==> src/logic/rtc_pkg.sv <==
`default_nettype none
package rtc_pkg;
  // byte map
  localparam int TIME_BYTES = 10;
  localparam int RAM_BYTES = 114;
  localparam int CTL_BYTES = 4;
  localparam logic [6:0] ADDR_SEC = 7'h00;
  localparam logic [6:0] ADDR_SEC_AL = 7'h01;
  localparam logic [6:0] ADDR_MIN = 7'h02;
  localparam logic [6:0] ADDR_MIN_AL = 7'h03;
  localparam logic [6:0] ADDR_HR = 7'h04;
  localparam logic [6:0] ADDR_HR_AL = 7'h05;
  localparam logic [6:0] ADDR_WDAY = 7'h06;
  localparam logic [6:0] ADDR_MDAY = 7'h07;
  localparam logic [6:0] ADDR_MON = 7'h08;
  localparam logic [6:0] ADDR_YEAR = 7'h09;
  localparam logic [6:0] ADDR_A = 7'h0A;
  localparam logic [6:0] ADDR_B = 7'h0B;
  localparam logic [6:0] ADDR_C = 7'h0C;
  localparam logic [6:0] ADDR_D = 7'h0D;
  localparam logic [6:0] ADDR_RAM = 7'h0E;
  // register a fields
  localparam int A_UIP = 7;
  localparam logic [2:0] OSC_RUN = 3'h2;
  localparam logic [1:0] OSC_HOLD = 2'h3;
  // register b fields
  localparam int B_FREEZE = 7;
  localparam int B_PIE = 6;
  localparam int B_AIE = 5;
  localparam int B_UIE = 4;
  localparam int B_SQUARE_WAVE_EN = 3;
  localparam int B_BIN = 2;
  localparam int B_H24 = 1;
  // register c fields
  localparam int C_IRQ = 7;
  // reset and fixed values
  localparam logic [6:0] A_RESET = 7'h20;
  localparam logic [7:0] B_RESET = 8'h02;
  localparam logic [7:0] D_VALUE = 8'h00;
  localparam logic [1:0] DONT_CARE = 2'h3;
  localparam int HOUR_PM = 7;
  // pins at rest: ad, as, ds_n, rw_n, ce_n
  localparam logic [11:0] PIN_IDLE = 12'h007;
  // time base
  localparam int BASE_HZ = 32768;
  localparam int CHAIN_W = 15;
  localparam logic [14:0] CHAIN_HALF = 15'h4000;
  localparam logic [14:0] CHAIN_LAST = 15'h7FFF;
  localparam logic [3:0] RATE1_SHIFT = 4'h7;
  localparam logic [3:0] RATE2_SHIFT = 4'h8;
  localparam int PRE_UPDATE_US = 244;
  localparam int PRE_TICKS =
    (PRE_UPDATE_US * BASE_HZ + 999999) / 1000000;
endpackage
`default_nettype wire

==> src/logic/pins_if.sv <==
`timescale 1ns/1ps
`default_nettype none
interface pins_if;
  logic [7:0] ad; // filtered address/data lines
  logic as_s; // address strobe
  logic ds_n; // data strobe, low reads
  logic rw_n; // write strobe, low writes
  logic ce_n; // chip enable
  modport src(output ad, as_s, ds_n, rw_n, ce_n);
  modport dst(input ad, as_s, ds_n, rw_n, ce_n);
endinterface
`default_nettype wire

==> src/logic/pin_sync.sv <==
`timescale 1ns/1ps
`default_nettype none
module pin_sync (
  // clock and reset
  input wire logic ref_clk,
  input wire logic rst,
  // raw pins: ad, as, ds_n, rw_n, ce_n
  input wire logic [11:0] raw,
  // filtered pins
  pins_if.src pins
);
  typedef struct packed {
    logic [11:0] s1;
    logic [11:0] s2;
    logic [11:0] s3;
    logic [11:0] filt;
  } sync_type;
  sync_type q;
  sync_type d;
  logic [11:0] diff;

  // a bit only moves once stages two and three agree
  assign diff = q.s2 ^ q.s3;

  // three-stage chain plus agreement filter
  always_comb
  begin
    d = q;
    d.s1 = raw;
    d.s2 = q.s1;
    d.s3 = q.s2;
    d.filt = (q.s3 & ~diff) | (q.filt & diff);
  end

  // idle pin levels on reset so no false edges appear
  always_ff @(posedge ref_clk)
  begin
    if (rst)
      q <= {4{rtc_pkg::PIN_IDLE}};
    else
      q <= d;
  end

  assign {pins.ad, pins.as_s, pins.ds_n, pins.rw_n, pins.ce_n} = q.filt;
endmodule
`default_nettype wire

==> src/logic/count_step.sv <==
`timescale 1ns/1ps
`default_nettype none
module count_step (
  // count and its limits, limits given in binary
  input wire logic [7:0] value,
  input wire logic [7:0] first,
  input wire logic [7:0] last,
  input wire logic bin,
  // advanced count and wrap indication
  output logic [7:0] nxt,
  output logic wrap
);
  logic [7:0] first_f;
  logic [7:0] last_f;

  // limits follow the selected number format
  assign first_f = bin ? first : {4'(first / 8'h0A), 4'(first % 8'h0A)};
  assign last_f = bin ? last : {4'(last / 8'h0A), 4'(last % 8'h0A)};
  assign wrap = value == last_f;

  // bcd carries from the low digit at nine
  always_comb
  begin
    if (wrap)
      nxt = first_f;
    else if (!bin && value[3:0] == 4'h9)
      nxt = {value[7:4] + 4'h1, 4'h0};
    else
      nxt = value + 8'h01;
  end
endmodule
`default_nettype wire

==> src/logic/rtc_core.sv <==
`timescale 1ns/1ps
`default_nettype none
module rtc_core #(
  parameter int REF_HZ = 20000000
) (
  // clock and reset
  input wire logic ref_clk,
  input wire logic rst,
  // multiplexed address/data bus
  input wire logic [7:0] ad_in,
  output logic [7:0] ad_out,
  output logic ad_oe_n,
  // bus strobes
  input wire logic as_in,
  input wire logic ds_n_in,
  input wire logic rw_n_in,
  input wire logic ce_n_in,
  // open-drain interrupt request
  output logic irq_n_out,
  output logic irq_oe_n
);
  localparam int ACC_W = $clog2(REF_HZ) + 1;

  // the fractional divider needs at least two clocks per base tick
  if (REF_HZ < 2 * rtc_pkg::BASE_HZ)
  begin : g_chk
    $error("ref clock too slow for the time base");
  end

  typedef struct packed {
    logic [9:0][7:0] user; // host-visible copy
    logic [9:0][7:0] core; // internal counting copy
    logic [113:0][7:0] ram; // general bytes
    logic [6:0] ctl_a; // oscillator and rate field
    logic [7:0] ctl_b; // configuration
    logic [2:0] flags; // periodic, alarm, update done
    logic [2:0] pend; // events held during a c read
    logic [7:0] c_snap; // c value latched at read start
    logic rd_c; // c read in progress
    logic [6:0] addr; // latched address
    logic [7:0] dout; // read data
    logic [2:0] prev; // last as, ds_n, rw_n
    logic [ACC_W-1:0] acc; // base tick phase
    logic [14:0] chain; // divider chain
  } state_type;

  localparam state_type RESET_STATE = '{
    ctl_a: rtc_pkg::A_RESET,
    ctl_b: rtc_pkg::B_RESET,
    prev: 3'h3,
    chain: rtc_pkg::CHAIN_HALF,
    default: '0
  };

  state_type q;
  state_type d;
  pins_if pins();

  // pins cross into the clock domain here
  pin_sync u_sync (
    .ref_clk(ref_clk),
    .rst(rst),
    .raw({ad_in, as_in, ds_n_in, rw_n_in, ce_n_in}),
    .pins(pins)
  );

  // periodic tap mask for the rate field
  function automatic logic [14:0] rate_mask(input logic [3:0] rs);
    logic [3:0] k;
    begin
      if (rs == 4'h1)
        k = rtc_pkg::RATE1_SHIFT;
      else if (rs == 4'h2)
        k = rtc_pkg::RATE2_SHIFT;
      else
        k = rs - 4'h1;
      return (15'h0001 << k) - 15'h0001;
    end
  endfunction

  // stored count to binary for the calendar limits
  function automatic logic [7:0] to_bin(input logic [7:0] v,
                                        input logic bin);
    return bin ? v : ({4'h0, v[7:4]} * 8'h0A) + {4'h0, v[3:0]};
  endfunction

  // alarm byte compare with the don't-care code
  function automatic logic hit(input logic [7:0] al,
                               input logic [7:0] t);
    return al[7:6] == rtc_pkg::DONT_CARE || al == t;
  endfunction

  // configuration views
  logic bin;
  logic h24;
  logic freeze;
  logic run;
  assign bin = q.ctl_b[rtc_pkg::B_BIN];
  assign h24 = q.ctl_b[rtc_pkg::B_H24];
  assign freeze = q.ctl_b[rtc_pkg::B_FREEZE];
  assign run = q.ctl_a[6:4] == rtc_pkg::OSC_RUN;

  // base tick from a phase accumulator
  logic [ACC_W-1:0] acc_sum;
  logic tick;
  assign acc_sum = q.acc + ACC_W'(rtc_pkg::BASE_HZ);
  assign tick = acc_sum >= ACC_W'(REF_HZ);

  // second boundary and pending window
  logic [14:0] chain_n;
  logic upd;
  logic update_pending;
  logic per_ev;
  assign chain_n = q.chain + 15'h0001;
  assign upd = run && tick && q.chain == rtc_pkg::CHAIN_LAST;
  // pending is raised the last ticks before the wrap
  assign update_pending = run && !freeze &&
    q.chain > rtc_pkg::CHAIN_LAST - 15'(rtc_pkg::PRE_TICKS);
  // periodic event on the chosen chain tap
  assign per_ev = run && tick && q.ctl_a[3:0] != 4'h0 &&
    (chain_n & rate_mask(q.ctl_a[3:0])) == 15'h0000;

  // calendar limits from the current month and year
  logic [7:0] mon_b;
  logic [7:0] yr_b;
  logic [7:0] dim;
  assign mon_b = to_bin(q.core[8], bin);
  assign yr_b = to_bin(q.core[9], bin);

  // days in month, leap year every fourth year
  always_comb
  begin
    unique case (mon_b)
      8'h02: dim = (yr_b[1:0] == 2'h0) ? 8'h1D : 8'h1C;
      8'h04, 8'h06, 8'h09, 8'h0B: dim = 8'h1E;
      default: dim = 8'h1F;
    endcase
  end

  // one stepping unit per counted field
  logic [7:0] sec_n, min_n, hr_s, wd_n, day_n, mon_n, yr_n;
  logic sec_c, min_c, hr_c, wd_c, day_c, mon_c, yr_c;
  logic [7:0] hr_v;
  assign hr_v = h24 ? q.core[4] : {1'b0, q.core[4][6:0]};

  count_step u_sec (
    .value(q.core[0]), .first(8'h00), .last(8'h3B), .bin(bin),
    .nxt(sec_n), .wrap(sec_c)
  );
  count_step u_min (
    .value(q.core[2]), .first(8'h00), .last(8'h3B), .bin(bin),
    .nxt(min_n), .wrap(min_c)
  );
  count_step u_hr (
    .value(hr_v), .first(h24 ? 8'h00 : 8'h01),
    .last(h24 ? 8'h17 : 8'h0C), .bin(bin),
    .nxt(hr_s), .wrap(hr_c)
  );
  count_step u_wd (
    .value(q.core[6]), .first(8'h01), .last(8'h07), .bin(bin),
    .nxt(wd_n), .wrap(wd_c)
  );
  count_step u_day (
    .value(q.core[7]), .first(8'h01), .last(dim), .bin(bin),
    .nxt(day_n), .wrap(day_c)
  );
  count_step u_mon (
    .value(q.core[8]), .first(8'h01), .last(8'h0C), .bin(bin),
    .nxt(mon_n), .wrap(mon_c)
  );
  count_step u_yr (
    .value(q.core[9]), .first(8'h00), .last(8'h63), .bin(bin),
    .nxt(yr_n), .wrap(yr_c)
  );

  // hour rollover; 12-hour mode flips pm going 11 to 12
  logic pm_flip;
  logic day_roll;
  logic [7:0] hr_n;
  assign pm_flip = !h24 && hr_s[6:0] == (bin ? 7'h0C : 7'h12);
  assign day_roll = h24 ? hr_c :
    pm_flip && q.core[4][rtc_pkg::HOUR_PM];
  assign hr_n = h24 ? hr_s :
    {q.core[4][rtc_pkg::HOUR_PM] ^ pm_flip, hr_s[6:0]};

  // advanced copy of the ten bytes, alarm bytes untouched
  logic [9:0][7:0] adv;
  always_comb
  begin
    adv = q.core;
    adv[0] = sec_n;
    if (sec_c)
    begin
      adv[2] = min_n;
      if (min_c)
      begin
        adv[4] = hr_n;
        if (day_roll)
        begin
          adv[6] = wd_n;
          adv[7] = day_n;
          if (day_c)
          begin
            adv[8] = mon_n;
            if (mon_c)
              adv[9] = yr_n;
          end
        end
      end
    end
  end

  // alarm compares the advanced time with the alarm bytes
  logic al_ev;
  assign al_ev = upd && hit(q.core[1], adv[0]) &&
    hit(q.core[3], adv[2]) && hit(q.core[5], adv[4]);

  // events: periodic, alarm, update done
  logic [2:0] ev;
  assign ev = {per_ev, al_ev, upd};

  // interrupt condition; update source also needs no freeze
  logic irq_act;
  logic [2:0] en;
  assign en = {q.ctl_b[rtc_pkg::B_PIE], q.ctl_b[rtc_pkg::B_AIE],
    q.ctl_b[rtc_pkg::B_UIE] && !freeze};
  assign irq_act = |(q.flags & en);

  // bus edges from the filtered pins
  logic sel;
  logic as_fall;
  logic ds_fall;
  logic ds_rise;
  logic wr_end;
  assign sel = !pins.ce_n;
  assign as_fall = q.prev[2] && !pins.as_s;
  assign ds_fall = !q.prev[1] ? 1'b0 : !pins.ds_n;
  assign ds_rise = !q.prev[1] && pins.ds_n;
  // data is taken as the write strobe ends
  assign wr_end = !q.prev[0] && pins.rw_n && sel;

  logic rd_start;
  logic rd_end;
  assign rd_start = ds_fall && sel && q.addr == rtc_pkg::ADDR_C;
  assign rd_end = q.rd_c && ds_rise;

  // register c value: irq summary, flags, low bits zero
  logic [7:0] c_val;
  assign c_val = {irq_act, q.flags, 4'h0};

  // read mux over the byte map
  logic [7:0] rdata;
  logic [6:0] ram_ix;
  assign ram_ix = q.addr - rtc_pkg::ADDR_RAM;
  always_comb
  begin
    if (q.addr < rtc_pkg::ADDR_A)
      rdata = q.user[q.addr[3:0]];
    else if (q.addr == rtc_pkg::ADDR_A)
      rdata = {update_pending, q.ctl_a};
    else if (q.addr == rtc_pkg::ADDR_B)
      rdata = q.ctl_b;
    else if (q.addr == rtc_pkg::ADDR_C)
      rdata = q.rd_c ? q.c_snap : c_val;
    else if (q.addr == rtc_pkg::ADDR_D)
      rdata = rtc_pkg::D_VALUE;
    else
      rdata = q.ram[ram_ix];
  end

  // next state
  always_comb
  begin
    d = q;
    d.prev = {pins.as_s, pins.ds_n, pins.rw_n};
    d.dout = rdata;
    // base tick phase
    d.acc = tick ? acc_sum - ACC_W'(REF_HZ) : acc_sum;
    // chain parks at half so the first wrap is half a second out
    if (!run)
      d.chain = rtc_pkg::CHAIN_HALF;
    else if (tick)
      d.chain = chain_n;
    // the core always counts; the host copy only without freeze
    if (upd)
    begin
      d.core = adv;
      if (!freeze)
        d.user = adv;
    end
    // address phase
    if (as_fall)
      d.addr = pins.ad[6:0];
    // host writes land in both copies and win over an update
    if (wr_end)
    begin
      if (q.addr < rtc_pkg::ADDR_A)
      begin
        d.user[q.addr[3:0]] = pins.ad;
        d.core[q.addr[3:0]] = pins.ad;
      end
      else if (q.addr == rtc_pkg::ADDR_A)
        d.ctl_a = pins.ad[6:0];
      else if (q.addr == rtc_pkg::ADDR_B)
      begin
        d.ctl_b = pins.ad;
        // freeze going high drops the update enable
        if (pins.ad[rtc_pkg::B_FREEZE] && !freeze)
          d.ctl_b[rtc_pkg::B_UIE] = 1'b0;
      end
      else if (q.addr >= rtc_pkg::ADDR_RAM)
        d.ram[ram_ix] = pins.ad;
      // c and d take no writes
    end
    // flags; a c read clears them and parks new events
    if (rd_start)
    begin
      d.c_snap = c_val;
      d.rd_c = 1'b1;
      d.flags = 3'h0;
      d.pend = ev;
    end
    else if (q.rd_c)
    begin
      d.pend = q.pend | ev;
      if (rd_end)
      begin
        d.rd_c = 1'b0;
        d.flags = q.pend | ev;
        d.pend = 3'h0;
      end
    end
    else
      d.flags = q.flags | ev;
  end

  // single state register; reset clears enables and flags
  always_ff @(posedge ref_clk)
  begin
    if (rst)
      q <= RESET_STATE;
    else
      q <= d;
  end

  // bus drives only during a selected read strobe
  assign ad_out = q.dout;
  assign ad_oe_n = !(sel && !pins.ds_n);
  // open drain: line pulled low only while a source is active
  assign irq_n_out = 1'b0;
  assign irq_oe_n = !irq_act;
endmodule
`default_nettype wire

==> config.mk <==
export PLATFORM = sky130hd
export DESIGN_NAME = rtc_core
export DESIGN_NICKNAME = d
export VERILOG_FILES = /design/src/logic/rtc_pkg.sv /design/src/logic/pins_if.sv /design/src/logic/pin_sync.sv /design/src/logic/count_step.sv /design/src/logic/rtc_core.sv
export SDC_FILE = /design/constraint.sdc
export NUM_CORES = 2
export LEC_CHECK = 0
export BUFFER_PORTS_ARGS = -buffer_cell sky130_fd_sc_hd__clkbuf_2
export CAP_MARGIN = 30
export CORE_ASPECT_RATIO = 0.7
export CORE_MARGIN = 2
export CORE_UTILIZATION = 35
export DETAILED_ROUTE_END_ITERATION = 16
export PLACE_DENSITY = 0.51
export SYNTH_ARGS = -nofsm -noshare
export SYNTH_HDL_FRONTEND = slang
export SYNTH_SLANG_ARGS = --single-unit
==> constraint.sdc <==
create_clock -name ref_clk -period 4.7 [get_ports ref_clk]
set_clock_uncertainty 0.2 [all_clocks]
set_input_delay 0.235 -clock ref_clk [delete_from_list [all_inputs] [get_ports ref_clk]]
set_output_delay 0.235 -clock ref_clk [all_outputs]
set_load 0.01 [all_outputs]
==> reports/qor.yml <==
layout:
  fill_cells: 15973
  area_growth_pct: 12.5
  nets: 6256
  fin_util: 0.398
  fin_cells: 8406
  post_route_cells_drive_above_1_share: 0.136
clock_tree:
  cts_resized: 0
  post-cts-setup-buffers: 0
  cts_htree_levels: 3
  clock-sinks: 1197
  clock_latency_ns: 0.76
  clockRootBuffer: "clkbuf_16"
  cts_buffer_depth: 3
  cts_tree: "done"
  cts.reportedPaths.clkPinSlew_ns: 0.07
  cts_buffers: 117
setup_path:
  worstPathCellList: "ha_1 > fa_1 > nor4b_1 > a21oi_1 > or3_1 > a21o_1 > nor3_2 > o21ai_2 > nor4_4 > nand2_1 > or4_1 > a311oi_1"
  crit_path_end_kind: "flip-flop"
  worst-setup-path-type: "reg -> reg"
  cp.required_ns: 5.16
  cpMaxStageDelayCell: "dfxtp_1"
  reg2reg_from: "q[1066]"
  worstPathArrival_ns: 4.79
  path_max_fanout: 10
  crit_start: "q[1066]"
  max_stage_delay_ns: 0.53
  critPathLaunchType: "flip-flop"
synthesis:
  synth_area_mm2: 0.0570
  muxShareOfSynthArea: 0.200
  synthAdderAreaFrac: 0.0117
  synth-simple-area-share: 0.192
  synth_compound_area_frac: 0.119
  async_flop_share: 0
  yosysSeqAreaShare: 0.420
  synthXorXnorAreaFrac: 0.0151
  synthFlopType: "dfxtp_1"
  synth_nets: 6421
  synthCells: 6355
  synth_top_family_by_area: "multiplexers"
  syn_area_per_cell_um2: 8.97
  synth-seq-cells: 1197
  yosysWarnings: 0
  synth_edf_count: 0
  yosysUniqueCellTypes: 98
global_route:
  antenna_found_initial: 4
  grt_overflow_total: 0
  grt_first_pass_wirelength_um: 289000
  grt_pass1_vias: 44596
  grt_usage: 0.223
  grt_start_max_net_pins: 157
route:
  vias_per_cell: 5.68
  drc: 0
  vias: 47774
  wire_per_inst_um: 22.5
  drt_iter0_markers: 5116
  drt-total-wl_um: 189000
  drt_pass1_iterations: 6
  ant_nets: 0
sta:
  maxSlewHeadroom: 0.200
  hold_viol: 0
  tns_ns: 0
  worst_pin_slew_ns: 1.20
  layout_min_cycle_time_ns: 4.33
  setup_violations: 0
  max_freq_ghz: 0.231
  drv_slew: 0
  hold_slack_ns: 0.0551
  post-route-period-util: 0.920
  rsz0062_at_grt: "no"
placed_design:
  port_buffers: 23
  place_inst: 8173
  dp_hpwl_um: 123000
  place_congestion: 0.892
die:
  rows: 123
  start_util: 0.353
  coreArea_mm2: 0.161
  dieArea_mm2: 0.166
  fp.dieW_um: 486
  die_h_um: 342
  ioPinCount: 25
power:
  power_density_mw_per_mm2: 316
  ir_worst_vdd_mv: 0.284
  p_total_mw: 20.3
  p_leak_nw: 20.3
min_path:
  min_path_type: "in -> reg"
  hp-start: "ad_in[0]"
run:
  maxCapViolations: 0
status:
  status: "finished clean"
==> per-layer routing <==
layer | routed length (um) | track usage | vias to the layer above | share of wire
met5 | 0 | 0 | - | 0
met4 | 3040 | 0.0412 | 0 | 0.016
met3 | 14700 | 0.0392 | 193 | 0.077
met2 | 75800 | 0.306 | 1629 | 0.40
met1 | 95900 | 0.358 | 23756 | 0.51
li1 | - | - | 22196 | -
==> repair_timing <==
action                                  CTS  global route
hold buffers                             22             0
hold endpoints to repair                 91             0
endpoints found under the setup margin    0             0
==> cell usage in the layout, fill, tap and decap left out, drive strengths merged, types with 19 or more instances in the layout <==
cell type and n:
o211ai 45, a31oi 56, and3 20, nor4 28
o21bai 27, or3 22, mux4 279, clkbuf 194
nor2 741, xnor2 53, nand2b 19, clkinv 22
or2 19, nand3 514, a311oi 38, ha 50
inv 42, nor2b 45, a211oi 30, xor2 45
nand2 913, a21oi 667, dfxtp 1197, buf 228
o21ai 131, mux2i 504, nor3 58, dlygate4sd3 22
==> cell type report <==
cell class	count	area, um2	share of cell area
Tap cell	2125	2660	0.0415
Inverter	42	158	0.00246
Clock inverter	36	504	0.00786
Multi-Input combinational cell	4560	30900	0.481
Antenna cell	2	5.00	0.0000780
Sequential cell	1197	24000	0.374
Timing Repair Buffer	272	2510	0.0392
Clock buffer	172	3440	0.0536
==> through the flow <==
| stage | area, um2 | setup WS (ns) |
|---|---|---|
| after detailed placement | 59900 | 0.447 |
| after global placement | 59900 | 0.375 |
| after floorplan | 57000 | 0.650 |
| after global routing | 64100 | 0.0852 |
| after CTS | 64100 | 0.379 |
| final | 64100 | 0.375 |
==> worst max-delay path, delay by kind of cell, from the launching register on <==
family | cells | cell delay (ns)
AND/OR/NAND/NOR | 6 | 2.11
adder cells (fa/ha/maj) | 2 | 0.69
AO/OA/AOI/OAI | 4 | 0.71
flip-flops | 1 | 0.53
==> cells in the mapped netlist (all sizes together), types with 22 or more instances <==
master / n / area share
a211oi: 30 / 0.0040
a21oi: 667 / 0.059
a311oi: 38 / 0.0058
a31oi: 56 / 0.0061
buf: 130 / 0.011
clkbuf: 426 / 0.028
dfxtp: 1197 / 0.42
ha: 50 / 0.011
inv: 41 / 0.0027
mux2i: 504 / 0.088
mux4: 279 / 0.11
nand2: 913 / 0.060
nand3: 514 / 0.045
nor2: 741 / 0.051
nor2b: 45 / 0.0049
nor3: 58 / 0.0054
nor4: 28 / 0.0036
o211ai: 45 / 0.0062
o21ai: 131 / 0.012
o21bai: 27 / 0.0036
or3: 22 / 0.0024
xnor2: 53 / 0.0081
xor2: 45 / 0.0069
==> where the power goes <==
part	switching (mW)	internal [mW]
clock	4.22	5.64
combinational	0.211	0.0610
sequential	0.0152	10.2
==> cell families (layout without fill, tap and decap cells) <==
group / count (synthesis) / count (layout)
multiplexers: 791 / 791
flip-flops: 1197 / 1197
AO/OA/AOI/OAI: 1150 / 1150
AND/OR/NAND/NOR: 2468 / 2468
other: 1 / 3
buffers and inverters: 598 / 522
XOR/XNOR: 98 / 98
adder cells (fa/ha/maj): 52 / 52
==> sequential cells by signal (all words and copies together), names as in the netlist, named ones only <==
name	flops
q	1109
en	2
ad_out	8
u_sync.q	12
h24	1
c_val	3
bin	1
freeze	1
u_sync.d	24
adv	24
==> path summary, 6_finish.rpt <==
path	end	slack, ns	cells after the start
worst min-delay path	u_sync.d[28]	0.06	3
worst max register to register	q[1079]	0.37	12
worst min register to register	u_sync.d[13]	0.21	1
worst max-delay path	q[1079]	0.37	12
No activity file was read; power rests on OpenSTA's default activity.
